<file path="config.mk">
export PLATFORM = sky130hd
export DESIGN_NAME = pp_protect
export DESIGN_NICKNAME = d
export VERILOG_FILES = /design/src/rtl/pp_pkg.sv /design/src/rtl/pp_sync.sv /design/src/rtl/pp_fault_timer.sv /design/src/rtl/pp_protect.sv
export SDC_FILE = /design/constraint.sdc
export NUM_CORES = 1
export LEC_CHECK = 0
export ABC_AREA = 1
export BUFFER_PORTS_ARGS = -buffer_cell sky130_fd_sc_hd__buf_2
export CAP_MARGIN = 25
export CELL_PAD_IN_SITES_DETAIL_PLACEMENT = 1
export CELL_PAD_IN_SITES_GLOBAL_PLACEMENT = 2
export CORE_MARGIN = 2
export CORE_UTILIZATION = 36
export DETAILED_ROUTE_END_ITERATION = 10
export GPL_ROUTABILITY_DRIVEN = 0
export GPL_TIMING_DRIVEN = 0
export PLACE_DENSITY = 0.91
export SYNTH_ARGS = -nofsm -noshare
export SYNTH_HDL_FRONTEND = slang
export SYNTH_SLANG_ARGS = --single-unit
</file>
<file path="constraint.sdc">
create_clock -name mclk -period 5.4 [get_ports mclk]
set_clock_uncertainty 0.15 [all_clocks]
set_input_delay 0.27 -clock mclk [delete_from_list [all_inputs] [get_ports mclk]]
set_output_delay 0.27 -clock mclk [all_outputs]
set_load 0.02 [all_outputs]
</file>
<file path="src/rtl/pp_pkg.sv">
// Shared constants for the pack protection controller.
package pp_pkg;
	// ****************************************
	// Register offsets
	// ****************************************
	localparam logic [7:0] ADDR_STATUS = 8'h00;
	localparam logic [7:0] ADDR_CONFIG = 8'h01;
	localparam logic [7:0] ADDR_CONTROL = 8'h02;
	localparam logic [7:0] ADDR_DIS_SET = 8'h05;
	localparam logic [7:0] ADDR_CHG_SET = 8'h06;
	// ****************************************
	// Reset values
	// ****************************************
	localparam logic [7:0] RST_STATUS = 8'h00;
	localparam logic [7:0] RST_CONFIG = 8'h00;
	localparam logic [7:0] RST_CONTROL = 8'h00;
	localparam logic [7:0] RST_DIS_SET = 8'h00;
	localparam logic [7:0] RST_CHG_SET = 8'h00;
	// ****************************************
	// Field positions
	// ****************************************
	localparam int ST_DOC = 0;
	localparam int ST_DSC = 1;
	localparam int ST_COC = 2;
	localparam int ST_IOT = 3;
	localparam int ST_XOT = 4;
	localparam int ST_LOAD_PRESENT_STATUS = 5;
	localparam int ST_OTHOLD = 6;
	localparam int CF_DIS_OCD = 0;
	localparam int CF_DIS_SCD = 1;
	localparam int CF_DIS_OCC = 2;
	localparam int CF_DIS_ITSD = 3;
	localparam int CF_DIS_XTSD = 4;
	localparam int CF_SCAN_OFF = 5;
	localparam int CF_FORCE_ON = 6;
	localparam int CT_DISCHARGE_GATE_DRIVE = 0;
	localparam int CT_CHARGE_GATE_DRIVE = 1;
	localparam int CT_LDMON = 2;
	localparam int CT_AO_LSB = 4;
	localparam int DS_OCD_DLY_LSB = 0;
	localparam int DS_SCD_DLY = 3;
	localparam int DS_SCD_THR_LSB = 4;
	localparam int DS_OCD_THR_LSB = 6;
	localparam int CS_SCALE = 2;
	localparam int CS_OCC_DLY_LSB = 3;
	localparam int CS_OCC_THR_LSB = 6;
	localparam logic [3:0] AO_EXT_TEMP = 4'hF;
	localparam logic [2:0] ST_CLR_MASK = 3'h7;
	// ****************************************
	// Timing
	// ****************************************
	localparam int CLK_PERIOD_PS = 5000;
	localparam int MS_PS = 1000000000;
	localparam int MS_CYCLES = MS_PS / CLK_PERIOD_PS;
	localparam int SETTLE_MS = 1;
	localparam int SCAN_ON_MS = 5;
	localparam int SCAN_PERIOD_MS = 640;
	localparam int DELAY_UNIT_NS = 1000;
	localparam int DELAY_UNIT_CYCLES = DELAY_UNIT_NS * 1000 / CLK_PERIOD_PS;
	localparam int SCALE_SHIFT = 3;
	localparam int LIM_W = 8;
	localparam int NFAULT = 3;
endpackage : pp_pkg

</file>
<file path="src/rtl/pp_sync.sv">
// Two-stage synchroniser for comparator levels.
`timescale 1ns/1ps
module pp_sync #(
	parameter int WIDTH = 6
) (
	input wire logic mclk,
	input wire logic rst_n,
	input wire logic ce,
	input wire logic [WIDTH-1:0] din,
	output logic [WIDTH-1:0] dout
);
	logic [WIDTH-1:0] meta_q;
	logic [WIDTH-1:0] out_q;

	always_ff @(posedge mclk or negedge rst_n) begin
		if (!rst_n) begin
			meta_q <= '0;
			out_q <= '0;
		end else if (ce) begin
			meta_q <= din;
			out_q <= meta_q;
		end
	end

	assign dout = out_q;
endmodule : pp_sync

</file>
<file path="src/rtl/pp_fault_timer.sv">
// Qualifies a fault condition that must persist for a selected delay.
`timescale 1ns/1ps
module pp_fault_timer #(
	parameter int LW = 8
) (
	input wire logic mclk,
	input wire logic rst_n,
	input wire logic ce,
	input wire logic tick,
	input wire logic cond,
	input wire logic [LW-1:0] limit,
	output logic fire
);
	logic [LW-1:0] cnt_q, cnt_d;
	logic done_q, done_d;
	logic fire_q, fire_d;

	// The first tick may come early, so firing waits for one tick past the limit.
	always_comb begin
		cnt_d = cnt_q;
		done_d = done_q;
		fire_d = 1'b0;
		if (!cond) begin
			cnt_d = '0;
			done_d = 1'b0;
		end else if (tick && !done_q) begin
			if (cnt_q == limit) begin
				fire_d = 1'b1;
				done_d = 1'b1;
			end else begin
				cnt_d = cnt_q + 1'b1;
			end
		end
	end

	always_ff @(posedge mclk or negedge rst_n) begin
		if (!rst_n) begin
			cnt_q <= '0;
			done_q <= 1'b0;
			fire_q <= 1'b0;
		end else if (ce) begin
			cnt_q <= cnt_d;
			done_q <= done_d;
			fire_q <= fire_d;
		end
	end

	assign fire = fire_q;
endmodule : pp_fault_timer

</file>
<file path="src/rtl/pp_protect.sv">
// Pack protection controller: current faults, temperature scan and switch control.
// Overview of operation
// - Current above threshold longer than delay enters protection, both gate drives off.
// - Thresholds and delays come from registers 05h and 06h.
// - Discharge drive pulled low actively; charge drive released to external resistor.
// - Discharge overcurrent turns switches off and sets its flag.
// - Automatic switch-off also clears both switch control bits.
// - Each current fault has its own disable bit for automatic response.
// - Short circuit turns switches off and sets its flag.
// - Charge overcurrent turns switches off and sets its flag.
// - With response disabled the flag still sets; switches stay on for the host to turn off.
// - Any current fault flag drives sensor supply high as a wake line.
// - Load monitor switch on only while its enable bit is set.
// - Load-fail status clears once load sense shows load removed.
// - Auto-scan disable bit stops the periodic scan.
// - After supply settles, thermistor below reference flags external overtemperature.
// - Selecting external temperature on analog output holds supply on.
// - Force-on bit keeps supply on continuously.
// - Overtemperature turns switches off, blocks balancing, sets its flag.
// - During overtemperature hold, switch control writes are ignored.
// - Separate disable bits suppress internal and external overtemperature response.
`timescale 1ns/1ps
module pp_protect #(
	parameter int MS_CYCLES = pp_pkg::MS_CYCLES,
	parameter int UNIT_CYCLES = pp_pkg::DELAY_UNIT_CYCLES
) (
	input wire logic mclk,
	input wire logic arst_n,
	input wire logic ce,
	input wire logic oc_dis_cmp,
	input wire logic sc_cmp,
	input wire logic oc_chg_cmp,
	input wire logic int_hot_cmp,
	input wire logic therm_low_cmp,
	input wire logic load_sense_cmp,
	input wire logic [7:0] reg_addr,
	input wire logic [7:0] reg_wdata,
	input wire logic reg_we,
	input wire logic reg_re,
	output logic [7:0] reg_rdata,
	output logic discharge_gate_drive,
	output logic discharge_gate_pulldown,
	output logic charge_gate_drive,
	output logic sensor_supply_output,
	output logic load_monitor_switch,
	output logic cell_balance_block,
	output logic [1:0] oc_dis_thr_sel,
	output logic [1:0] sc_thr_sel,
	output logic [1:0] oc_chg_thr_sel,
	output logic [3:0] analog_select_field
);
	localparam int SETTLE_CYC = pp_pkg::SETTLE_MS * MS_CYCLES;
	localparam int MSW = $clog2(MS_CYCLES + 1);
	localparam int UW = $clog2(UNIT_CYCLES + 1);
	localparam int SW = $clog2(SETTLE_CYC + 1);
	localparam int PW = $clog2(pp_pkg::SCAN_PERIOD_MS + 1);
	localparam int LW = pp_pkg::LIM_W;

	generate
		if (MS_CYCLES < 2 || UNIT_CYCLES < 2) begin : g_bad
			$error("Prescaler counts must be at least two cycles");
		end
	endgenerate

	// ****************************************
	// Reset release and input synchronisers
	// ****************************************
	logic rst_meta_q, rst_n_q;
	always_ff @(posedge mclk or negedge arst_n) begin
		if (!arst_n) begin
			rst_meta_q <= 1'b0;
			rst_n_q <= 1'b0;
		end else begin
			rst_meta_q <= 1'b1;
			rst_n_q <= rst_meta_q;
		end
	end

	logic oc_dis_s, sc_s, oc_chg_s, int_hot_s, therm_low_s, load_sense_s;
	pp_sync #(.WIDTH(6)) u_sync (
		.mclk(mclk),
		.rst_n(rst_n_q),
		.ce(ce),
		.din({oc_dis_cmp, sc_cmp, oc_chg_cmp, int_hot_cmp, therm_low_cmp, load_sense_cmp}),
		.dout({oc_dis_s, sc_s, oc_chg_s, int_hot_s, therm_low_s, load_sense_s})
	);

	// ****************************************
	// Register state
	// ****************************************
	logic [7:0] status_q, status_d;
	logic [7:0] config_q, config_d;
	logic [7:0] control_q, control_d;
	logic [7:0] dis_set_q, dis_set_d;
	logic [7:0] chg_set_q, chg_set_d;
	logic [7:0] rdata_q, rdata_d;
	logic xot_cond_q, xot_cond_d;
	logic ot_hold_q, ot_hold_d;
	logic supply_q, supply_d;

	// ****************************************
	// Prescalers and temperature scan timing
	// ****************************************
	logic [MSW-1:0] ms_cnt_q, ms_cnt_d;
	logic [UW-1:0] us_cnt_q, us_cnt_d;
	logic [PW-1:0] per_q, per_d;
	logic [SW-1:0] settle_q, settle_d;
	logic ms_tick, unit_tick, scan_win, measure;

	always_comb begin
		ms_tick = (ms_cnt_q == MSW'(MS_CYCLES - 1));
		unit_tick = (us_cnt_q == UW'(UNIT_CYCLES - 1));
		ms_cnt_d = ms_tick ? '0 : ms_cnt_q + 1'b1;
		us_cnt_d = unit_tick ? '0 : us_cnt_q + 1'b1;
		per_d = per_q;
		if (ms_tick) begin
			per_d = (per_q == PW'(pp_pkg::SCAN_PERIOD_MS - 1)) ? '0 : per_q + 1'b1;
		end
		scan_win = !config_q[pp_pkg::CF_SCAN_OFF] && (per_q < PW'(pp_pkg::SCAN_ON_MS));
		// Settling counts whole cycles so the wait never falls short of the full time.
		settle_d = settle_q;
		if (!supply_q) begin
			settle_d = '0;
		end else if (settle_q != SW'(SETTLE_CYC)) begin
			settle_d = settle_q + 1'b1;
		end
		measure = supply_q && (settle_q == SW'(SETTLE_CYC));
	end

	always_ff @(posedge mclk or negedge rst_n_q) begin
		if (!rst_n_q) begin
			ms_cnt_q <= '0;
			us_cnt_q <= '0;
			per_q <= '0;
			settle_q <= '0;
		end else if (ce) begin
			ms_cnt_q <= ms_cnt_d;
			us_cnt_q <= us_cnt_d;
			per_q <= per_d;
			settle_q <= settle_d;
		end
	end

	// ****************************************
	// Current fault qualification
	// ****************************************
	logic [pp_pkg::NFAULT-1:0] fcond, fire;
	logic [LW-1:0] flim [pp_pkg::NFAULT];
	logic [LW-1:0] scale_sh;

	always_comb begin
		scale_sh = chg_set_q[pp_pkg::CS_SCALE] ? LW'(pp_pkg::SCALE_SHIFT) : '0;
		fcond = {oc_chg_s, sc_s, oc_dis_s};
		flim[0] = (LW'(dis_set_q[pp_pkg::DS_OCD_DLY_LSB +: 3]) + 1'b1) << scale_sh;
		flim[1] = (LW'(dis_set_q[pp_pkg::DS_SCD_DLY]) + 1'b1) << scale_sh;
		flim[2] = (LW'(chg_set_q[pp_pkg::CS_OCC_DLY_LSB +: 3]) + 1'b1) << scale_sh;
	end

	generate
		for (genvar i = 0; i < pp_pkg::NFAULT; i++) begin : g_fault
			pp_fault_timer #(.LW(LW)) u_timer (
				.mclk(mclk),
				.rst_n(rst_n_q),
				.ce(ce),
				.tick(unit_tick),
				.cond(fcond[i]),
				.limit(flim[i]),
				.fire(fire[i])
			);
		end
	endgenerate

	// ****************************************
	// Protection, flags and register access
	// ****************************************
	logic [pp_pkg::NFAULT-1:0] fault_en;
	logic auto_off, wr_status, wr_ctrl, oc_flag_any;
	logic [7:0] set_bits, clr_bits;

	always_comb begin
		fault_en = ~{config_q[pp_pkg::CF_DIS_OCC], config_q[pp_pkg::CF_DIS_SCD],
			config_q[pp_pkg::CF_DIS_OCD]};
		ot_hold_d = (int_hot_s && !config_q[pp_pkg::CF_DIS_ITSD])
			|| (xot_cond_q && !config_q[pp_pkg::CF_DIS_XTSD]);
		auto_off = |(fire & fault_en) || ot_hold_q;
		wr_status = reg_we && (reg_addr == pp_pkg::ADDR_STATUS);
		wr_ctrl = reg_we && (reg_addr == pp_pkg::ADDR_CONTROL);
		xot_cond_d = measure ? therm_low_s : xot_cond_q;
		set_bits = '0;
		set_bits[pp_pkg::ST_DOC] = fire[0];
		set_bits[pp_pkg::ST_DSC] = fire[1];
		set_bits[pp_pkg::ST_COC] = fire[2];
		set_bits[pp_pkg::ST_IOT] = int_hot_s;
		set_bits[pp_pkg::ST_XOT] = measure && therm_low_s;
		clr_bits = '0;
		if (wr_status) begin
			clr_bits[pp_pkg::ST_XOT:pp_pkg::ST_DOC] = reg_wdata[pp_pkg::ST_XOT:pp_pkg::ST_DOC];
		end
		// A fault arriving with its clear keeps the flag set.
		status_d = (status_q & ~clr_bits) | set_bits;
		if (control_q[pp_pkg::CT_LDMON]) begin
			status_d[pp_pkg::ST_LOAD_PRESENT_STATUS] = load_sense_s;
		end
		status_d[pp_pkg::ST_OTHOLD] = ot_hold_q;
		status_d[7] = 1'b0;
		config_d = config_q;
		dis_set_d = dis_set_q;
		chg_set_d = chg_set_q;
		control_d = control_q;
		if (reg_we && reg_addr == pp_pkg::ADDR_CONFIG) begin
			config_d = {1'b0, reg_wdata[6:0]};
		end
		if (reg_we && reg_addr == pp_pkg::ADDR_DIS_SET) begin
			dis_set_d = reg_wdata;
		end
		if (reg_we && reg_addr == pp_pkg::ADDR_CHG_SET) begin
			chg_set_d = reg_wdata;
		end
		if (wr_ctrl) begin
			control_d = {reg_wdata[7:4], 1'b0, reg_wdata[2:0]};
			if (ot_hold_q) begin
				control_d[pp_pkg::CT_CHARGE_GATE_DRIVE:pp_pkg::CT_DISCHARGE_GATE_DRIVE]
					= control_q[pp_pkg::CT_CHARGE_GATE_DRIVE:pp_pkg::CT_DISCHARGE_GATE_DRIVE];
			end
		end
		// Automatic switch-off overrides a simultaneous write to the switch bits.
		if (auto_off) begin
			control_d[pp_pkg::CT_DISCHARGE_GATE_DRIVE] = 1'b0;
			control_d[pp_pkg::CT_CHARGE_GATE_DRIVE] = 1'b0;
		end
		oc_flag_any = |status_q[pp_pkg::ST_COC:pp_pkg::ST_DOC];
		supply_d = config_q[pp_pkg::CF_FORCE_ON]
			|| (control_q[pp_pkg::CT_AO_LSB +: 4] == pp_pkg::AO_EXT_TEMP)
			|| scan_win
			|| oc_flag_any;
		rdata_d = rdata_q;
		if (reg_re) begin
			case (reg_addr)
				pp_pkg::ADDR_STATUS: rdata_d = status_q;
				pp_pkg::ADDR_CONFIG: rdata_d = config_q;
				pp_pkg::ADDR_CONTROL: rdata_d = control_q;
				pp_pkg::ADDR_DIS_SET: rdata_d = dis_set_q;
				pp_pkg::ADDR_CHG_SET: rdata_d = chg_set_q;
				default: rdata_d = 8'h00;
			endcase
		end
	end

	always_ff @(posedge mclk or negedge rst_n_q) begin
		if (!rst_n_q) begin
			status_q <= pp_pkg::RST_STATUS;
			config_q <= pp_pkg::RST_CONFIG;
			control_q <= pp_pkg::RST_CONTROL;
			dis_set_q <= pp_pkg::RST_DIS_SET;
			chg_set_q <= pp_pkg::RST_CHG_SET;
			rdata_q <= 8'h00;
			xot_cond_q <= 1'b0;
			ot_hold_q <= 1'b0;
			supply_q <= 1'b0;
		end else if (ce) begin
			status_q <= status_d;
			config_q <= config_d;
			control_q <= control_d;
			dis_set_q <= dis_set_d;
			chg_set_q <= chg_set_d;
			rdata_q <= rdata_d;
			xot_cond_q <= xot_cond_d;
			ot_hold_q <= ot_hold_d;
			supply_q <= supply_d;
		end
	end

	// ****************************************
	// Outputs
	// ****************************************
	// The gate drives follow the control bits, so clearing the bits is the switch-off.
	assign discharge_gate_drive = control_q[pp_pkg::CT_DISCHARGE_GATE_DRIVE];
	assign discharge_gate_pulldown = !control_q[pp_pkg::CT_DISCHARGE_GATE_DRIVE];
	assign charge_gate_drive = control_q[pp_pkg::CT_CHARGE_GATE_DRIVE];
	assign sensor_supply_output = supply_q;
	assign load_monitor_switch = control_q[pp_pkg::CT_LDMON];
	assign cell_balance_block = ot_hold_q;
	assign oc_dis_thr_sel = dis_set_q[pp_pkg::DS_OCD_THR_LSB +: 2];
	assign sc_thr_sel = dis_set_q[pp_pkg::DS_SCD_THR_LSB +: 2];
	assign oc_chg_thr_sel = chg_set_q[pp_pkg::CS_OCC_THR_LSB +: 2];
	assign analog_select_field = control_q[pp_pkg::CT_AO_LSB +: 4];
	assign reg_rdata = rdata_q;
endmodule : pp_protect

</file>
# [Yosys cells after proc, flatten, opt, wreduce, memory -nomap -nowiden]
# Cells that the tools add are included.
[classes] add_sub_neg=10 magnitude_cmp=1 n_eq_ne=24 shift=3 mux=39 n_bitwise=5 n_reduce_logical=44
[op_table] cell="$mux W8" n=10
[op_table] cell="$mux W18" n=3
[op_table] cell="$pmux W8 S5" n=1
[op_table] cell="$add A18 B1 Y18 const B" n=2
[op_table] cell="$eq A18 B18 Y1 const B" n=2
[op_table] cell="$add A8 B1 Y8 const B" n=4
[op_table] cell="$eq A8 B8 Y1" n=3
[op_table] cell="$reduce_and A3 Y1" n=7
[op_table] cell="$mux W1" n=19
[op_table] cell="$ne A18 B18 Y1 const B" n=1
[op_table] cell="$eq A8 B3 Y1 const B" n=2
[op_table] cell="$ne A2 B1 Y1 const B" n=8
[op_table] cell="$reduce_and A2 Y1" n=8
[op_table] cell="$shl A4 B2 Y8" n=2
[op_table] cell="$logic_and A1 B1 Y1" n=13
[op_table] cell="$add A10 B1 Y10 const B" n=1
[op_table] cell="$eq A10 B10 Y1 const B" n=1
[op_table] cell="$lt A10 B3 Y1 const B" n=1
[op_table] cell="$mux W10" n=1
[op_table] cell="$add A3 B1 Y4 const B" n=2
[op_table] cell="$eq A8 B1 Y1 const B" n=1
[op_table] cell="$eq A8 B2 Y1 const B" n=1
[op_table] cell="$eq A8 B8 Y1 const B" n=1
[op_table] cell="$logic_not A8 Y1" n=1
[op_table] cell="other kinds (15)" n=31
[totals] regBits=146 inputBits=27 output_inout_bits=24 word_cells=153

# [Depth between registers and ports, before layout]
# Gate-level depths: netlist of the first run.
[depth] word_depth=7 depth_mapped=11 mapped_depth_nobuf=11

# [By module]
# Synthesis of the first run repeated with hierarchy kept, for this count alone.
[hier_totals] hier_cells=1172 area_unflattened_um2=8623.3
[by_module_without_submodules] mod="pp_protect" n_inst=1 cells_each=788 area_per_inst_um2=5898.2 seq_area_each_um2=2602.5
[by_module_without_submodules] mod="pp_fault_timer" n_inst=3 cells_each=111 area_per_inst_um2=755.7 seq_area_each_um2=250.2
[by_module_without_submodules] mod="pp_sync" n_inst=1 cells_each=51 area_per_inst_um2=457.9 seq_area_each_um2=300.3

# [Worst setup path after synthesis of the first run]
# No wires, ideal clock.
[synth_timing] path_kind="register to register" start="register settle_q[0]" end="register settle_q[12]" setup_time_ps=118 arrival_ps=1476 slack_ps=3656 stages_incl_launch_ff=12 path_cell_list="dfrtp_1 > inv_1 > ha_1 > nand2_1 > nor3_1 > nand2_1 > nor2_4 > a21oi_4 > inv_4 > buf_4 > nand2_1 > nand2_1"
[synth_between] elab_chain_cells=3
[synth_rtl] element="from (decl)" line_no="pp_protect.sv:107" text="logic [SW-1:0] settle_q, settle_d;"
[synth_rtl] element="from (signal assigned)" line_no="pp_protect.sv:140" text="settle_q <= settle_d;"
[synth_rtl] element="$add A18 B1 Y18 / $ne A18 B18 Y1 (equally long branches)" line_no="pp_protect.sv:125, pp_protect.sv:124"
[synth_rtl] element="$mux W18 / $ne A2 B1 Y1 (equally long branches)"
[synth_rtl] element="$mux W18 / $reduce_and A2 Y1 (equally long branches)"
# Several ways; a longest one is shown, not always the timed one. The select of a mux whose other input is x is not followed.
# A chain may end at the register's enable or synchronous reset.

# [Worst setup path in the final report of the first run]
[layout_timing] start="register us_cnt_q[0]" end="register g_fault[1].u_timer.cnt_q[6]"
[layout_between] elab_chain_cells=4
[layout_rtl] element="from (decl)" line_no="pp_protect.sv:105" text="logic [UW-1:0] us_cnt_q, us_cnt_d;"
[layout_rtl] element="from (signal assigned)" line_no="pp_protect.sv:138" text="us_cnt_q <= us_cnt_d;"
[layout_rtl] element="$eq A8 B8 Y1" line_no="pp_protect.sv:112" text="unit_tick = (us_cnt_q == UW'(UNIT_CYCLES - 1));"
[layout_rtl] element="$logic_and A1 B1 Y1" line_no="pp_fault_timer.sv:26" text="end else if (tick && !done_q) begin"
[layout_rtl] element="$ne A2 B1 Y1 (no source line)"
[layout_rtl] element="$reduce_and A3 Y1 (no source line)"
[layout_rtl] element="to (signal assigned)" line_no="pp_fault_timer.sv:42" text="cnt_q <= cnt_d;"
[layout_rtl] element="to (decl)" line_no="pp_fault_timer.sv:14" text="logic [LW-1:0] cnt_q, cnt_d;"
# No other way between the ends.

==> flow_metrics.tcl, run 1 <==
set metrics [dict create \
    run_status "finished clean" \
    dp_hpwl_um 17200 \
    synthesis.area_um2 8200 \
    area_growth_pct 16.66 \
    async_reset_ff_frac 1.000 \
    wl_per_cell_um 15.70 \
    hold_path_depth 3 \
    hold_path_end "config_q[3]" \
    clk_latency_ns 0.43 \
    io_pins 51 \
    cp_max_fo 10 \
    endpoint_kind "flop" \
    slowest_delay_ns 0.42 \
    cp_top_family "simple AND/OR/NAND/NOR gates" \
    path_class "reg -> reg" \
    min_period_ns 2.129 \
    root_buffer "clkbuf_16" \
    die_w_um 154.9 \
    die_area_um2 24000 \
    crit-reg2reg-launch "us_cnt_q[0]" \
    grt_start_max_net_pins 64 \
    yosys_warnings 0 \
    cts_sinks 146 \
    yosys_most_used_dff "dfrtp_1" \
    syn_avg_cell_area_um2 7.572 \
    synthesis.nets 1121 \
    reg2reg_slack_ns 3.27 \
    power.leakage_nw 4.627 \
    irDropWorstVdd_mv 0.2100 \
    postSynthCellCount 1083 \
    final_hold_viol_count 0 \
    slew_violations 0 \
    routed-via-count 7465 \
    power_density_nw_per_um2 313.7 \
    nets 1205 \
    cts_inserted_buffers 17 \
    yosysSeqAreaShare 0.4455 \
    placed_cell_area_um2 8866 \
    antenna_found_initial 0 \
    grt_pass1_vias 7605 \
    drc 0 \
    r2r_end "g_fault[1].u_timer.cnt_q[6]" \
    setup_ws_ns 3.271 \
    synthMostInstantiatedCell "nand2_1" \
    cts_resized 0 \
    layout-drive-gt1-share 0.1305 \
    fin_crit_sh 0.3944 \
    htreeDepth 4 \
    final-setup-viol-count 0 \
    place_ws_ns 3.287 \
    cts_buffer_depth 2 \
    crit_required_ns 5.55 \
    grt_remaining_overflow 0 \
    rsz0062_at_grt "false" \
    maxCapViolations 0 \
    finalSetupTns_ns 0 \
    r2r_cells 9 \
    crit_path_cell_trace "ha_1, nand2_1, nor3_2, nand3_2, o21ai_2, nand2_2, buf_6, nand2_1, o21ai_0" \
    fp.dieH_um 154.9 \
    drt-total-wl_um 23000 \
    hold_start "reg_wdata[3]" \
    antennaDiodeCount 0 \
    synth_area_leader_cell "dfrtp_1" \
    path_clk_slew_ns 0.07 \
    cp.arrival_ns 2.28 \
    slowest_stage "dfrtp_1" \
    core_region_area_um2 22500 \
    maxSlewHeadroom 0.5462 \
    via_per_inst 5.096 \
    hold_class "in -> reg" \
    drtIter0Drc 398 \
    grtUsageTotal 0.2023 \
    cts_tree "done" \
    final_antenna_net_count 0 \
    cp_num_buf_inv 1 \
    synth.area.top_cells "dfrtp_1, nand2_1, nand3_1" \
    netlist.area_leader.share 0.4455 \
    dpl.cell_count 1420 \
    fillCellCount 2771 \
    finalPower_mw 3.001 \
    port_buffers 50 \
    worstMarginPinSlew_ns 0.6783 \
    synth_edf_count 0 \
    synth_common_cells "nand2_1, dfrtp_1, inv_1" \
    row_count 55 \
    timing.fmax_mhz 469.6 \
    fin_cells 1465 \
    ys_types 49 \
    initial_core_util 0.3644 \
    grt_pass1_wl_um 39060 \
    ys_ff_latch 146 \
    finish.instance_area_um2 9567 \
    first_pass_iters 4 \
    crit_path_frequent_cell "nand2_1" \
    cp-start-kind "flop" \
]
tightest hold or removal path: stages:
cell,delay [ns]
buf_2,0.07
inv_1,0.08
o21ai_1,0.14
stage by stage:
step	utilization	hold slack, ns
6_report	0.4251	0.02556
5_1_grt	0.4251	0.03322
4_1_cts	0.4251	0.01619
3_5_place_dp	0.3940	-0.09318
3_3_place_gp	0.3914	-0.09478
2_1_floorplan	-	-0.1756
what timing repair did:
| action | in CTS | in global routing |
|---|---|---|
| buffers inserted | 0 | 0 |
| hold endpoints to repair | 16 | 0 |
| hold buffers | 13 | 0 |
| setup endpoints to repair | 0 | 0 |
power by group:
| group | switching (mW) | total, mW | internal, mW |
|---|---|---|---|
| Combinational | 0.321 | 0.498 | 0.178 |
| Clock | 0.540 | 1.15 | 0.611 |
| Sequential | 0.137 | 1.35 | 1.21 |
placed cells by master, fill, tap and decap left out, drive strengths merged, types with 4 or more instances in the layout:
master,instances
dfrtp,146
clkinv,7
buf,71
ha,11
xor2,31
inv,130
or2,8
nor2,110
nand2,312
nand3b,4
clkbuf,24
o21ai,102
a21oi,28
nand4,34
dlygate4sd3,13
nand3,98
nor3,26
how the worst max path moves through the flow:
| stage | startpoint | cells past startpoint | endpoint | slack [ns] |
|---|---|---|---|---|
| floorplan | rst_n_q | 0 | cell_balance_block | 0.88 |
| global placement | rst_n_q | 0 | reg_rdata[1] | -1.12 |
| detailed placement | reg_addr[5] | 7 | status_q[2] | 3.29 |
| CTS | us_cnt_q[0] | 9 | g_fault[1].u_timer.cnt_q[6] | 3.26 |
| global route | us_cnt_q[0] | 9 | g_fault[1].u_timer.cnt_q[6] | 3.09 |
| finish | us_cnt_q[0] | 9 | g_fault[1].u_timer.cnt_q[6] | 3.27 |
final cells by class:
cell class | count | area, µm² | share of cell area
clock inverters | 15 | 145.1 | 0.01517
multi-input cells | 788 | 3923 | 0.4100
clock buffers | 17 | 425.4 | 0.04447
flip-flops and latches | 146 | 3657 | 0.3823
plain buffers | 26 | 160.2 | 0.01674
repair buffers | 65 | 435.4 | 0.04551
inverters | 123 | 464.2 | 0.04852
well taps | 285 | 356.6 | 0.03727
layer usage:
layer,vias to the layer above,global-route usage,wire (µm)
met2,66,0.3405,11310
met1,3684,0.2764,11020
met4,0,0.04189,175
li1,3696,-,-
met5,-,0,0
met3,19,0.03315,491
kinds of logic (layout without fill, tap and decap cells):
logic type / count (synthesis) / count (layout) / synth area share
AND/OR/NAND/NOR: 597 / 597 / 0.3251
other: 1 / 1 / 0.0004573
buffers and inverters: 149 / 246 / 0.07614
AO/OA/AOI/OAI: 145 / 145 / 0.09933
flip-flops: 146 / 146 / 0.4455
XOR/XNOR: 33 / 33 / 0.03525
multiplexers: 1 / 1 / 0.001373
adder cells (fa/ha/maj): 11 / 11 / 0.01678
flip-flops by register name, indices dropped and copies added, names as in the netlist, 8 cells and up:
signal and count:
chg_set_q 8, dis_set_q 8, g_fault.u_timer.cnt_q 24, ms_cnt_q 18
per_q 10, reg_rdata 8, settle_q 18, us_cnt_q 8
No activity file was read; power rests on OpenSTA's default activity.
==> inputs of run 2 (changes only) <==
==> constraint.sdc (replaced) <==
create_clock -name mclk -period 2.15 [get_ports mclk]
set_clock_uncertainty 0.15 [all_clocks]
set_input_delay 0.1075 -clock mclk [delete_from_list [all_inputs] [get_ports mclk]]
set_output_delay 0.1075 -clock mclk [all_outputs]
set_load 0.02 [all_outputs]
==> flow_metrics.tcl, run 2 (synthesis results as in run 1) <==
set metrics [dict create \
    placed_cell_area_um2 8866 \
    grt_remaining_overflow 0 \
    cp_max_fo 8 \
    timing.fmax_mhz 496.0 \
    reg2reg_slack_ns 0.13 \
    critPathCapture "g_fault[0].u_timer.cnt_q[5]" \
    layout_commonest_cell "nand2_1" \
    maxCapViolations 0 \
    r2r_end "g_fault[0].u_timer.cnt_q[5]" \
    finalPower_mw 7.740 \
    final_antenna_net_count 0 \
    io_pins 51 \
    die_area_um2 24000 \
    routed-via-count 7535 \
    core_region_area_um2 22500 \
    area_growth_pct 18.58 \
    setup_ws_ns 0.1341 \
    r2r_cells 11 \
    root_buffer "clkbuf_16" \
    power.leakage_nw 4.659 \
    cp-start-kind "flop" \
    final-setup-viol-count 0 \
    die_w_um 154.9 \
    drc 0 \
    finish.instance_area_um2 9724 \
    first_pass_iters 4 \
    largest_reg_flops 24 \
    path_clk_slew_ns 0.07 \
    fp.dieH_um 154.9 \
    initial_core_util 0.3644 \
    drtIter0Drc 328 \
    dpl.cell_count 1420 \
    hold_ws_ns 0.07352 \
    clk_latency_ns 0.42 \
    most-common-layout-cells "nand2_1, dfrtp_1, inv_1" \
    path_class "reg -> reg" \
    top_register "g_fault.u_timer.cnt_q" \
    row_count 55 \
    utilization 0.4321 \
    startpoint "dis_set_q[0]" \
    hold_class "in -> reg" \
    cts_tree "done" \
    via_per_inst 5.119 \
    fillCellCount 2800 \
    antennaDiodeCount 0 \
    maxSlewHeadroom 0.5002 \
    cp.arrival_ns 2.23 \
    run_status "finished clean" \
    crit-reg2reg-launch "dis_set_q[0]" \
    finalSetupTns_ns 0 \
    place_ws_ns 0.05171 \
    cts_buffer_depth 2 \
    cts_sinks 146 \
    min_period_ns 2.016 \
    fin_crit_sh 0.9376 \
    antenna_found_initial 0 \
    cts_inserted_buffers 17 \
    irDropWorstVdd_mv 0.5355 \
    htreeDepth 4 \
    rsz0062_at_grt "false" \
    dp_hpwl_um 17310 \
    drt-total-wl_um 23410 \
    power_density_nw_per_um2 795.9 \
    slew_violations 0 \
    worstMarginPinSlew_ns 0.7470 \
    nets 1212 \
    final_hold_viol_count 0 \
    grt_pass1_wl_um 39590 \
    layout-drive-gt1-share 0.1424 \
    endpoint_kind "flop" \
    grt_start_max_net_pins 61 \
    grtUsageTotal 0.2051 \
    wl_per_cell_um 15.90 \
    reg.largest.list "g_fault.u_timer.cnt_q x24, ms_cnt_q x18, settle_q x18" \
    fin_cells 1472 \
    grt_pass1_vias 7810 \
    crit_required_ns 2.36 \
    port_buffers 50 \
]
run 2: cell types whose count changed in the layout (fill, tap and decap cells not counted), moves of 3 or more:
cell | before | now
buf_4 | 8 | 11
dfrtp_1 | 145 | 141
dlygate4sd3_1 | 13 | 17
inv_8 | 3 | 0
dfrtp_2 | 0 | 4
run 2: timing repair:
item | CTS | global route
setup endpoints to repair | 0 | 39
setup buffers | 0 | 3
hold buffers | 17 | 0
endpoints found under the hold margin | 43 | 0
gates resized for setup | 0 | 18
run 2: worst min path at each step:
| stage | startpoint | endpoint | slack [ns] | cells after the start |
|---|---|---|---|---|
| 3_5_place_dp | arst_n | rst_meta_q | -0.25 | 1 |
| 3_3_place_gp | arst_n | rst_meta_q | -0.26 | 1 |
| 4_1_cts | reg_addr[0] | control_q[2] | 0.06 | 4 |
| 2_1_floorplan | arst_n | rst_meta_q | -0.34 | 0 |
| 6_report | reg_addr[0] | reg_rdata[0] | 0.07 | 6 |
| 5_1_grt | reg_addr[0] | control_q[2] | 0.11 | 4 |
run 2: final cells by class:
cell class                 instances  area (µm²)  share of cell area
multi-input combinational        788        3981              0.4094
clock buffer                      19       452.9             0.04658
buffer                            26       160.2             0.01647
clock inverter                    13       146.4             0.01505
tap                              285       356.6             0.03667
sequential                       146        3662              0.3766
inverter                         123       466.7             0.04799
timing repair buffer              72       498.0             0.05121
run 2: routing by layer:
| layer | wire (µm) | track usage | part of all wire |
|---|---|---|---|
| met5 | 0 | 0 | 0 |
| met4 | 141 | 0.04541 | 0.0060 |
| met3 | 679 | 0.03398 | 0.029 |
| met2 | 11500 | 0.3494 | 0.49 |
| met1 | 11090 | 0.2755 | 0.47 |
run 2: worst max-delay path, stage by stage, from the launching register on:
cell,delay [ns]
dfrtp_2,0.46
ha_2,0.39
nand2_1,0.07
nand2_1,0.07
nand2_1,0.05
nor2_1,0.13
nand2_1,0.10
nor2_4,0.15
nand3_4,0.12
nand2_4,0.13
nand2_1,0.06
nand2_1,0.06
run 2: report_power, final:
part / total [mW] / switching (mW) / leakage, nW / internal [mW]
clock: 3.06 / 1.26 / 0.292 / 1.79
sequential: 3.40 / 0.344 / 1.84 / 3.05
combinational: 1.29 / 0.824 / 2.52 / 0.464
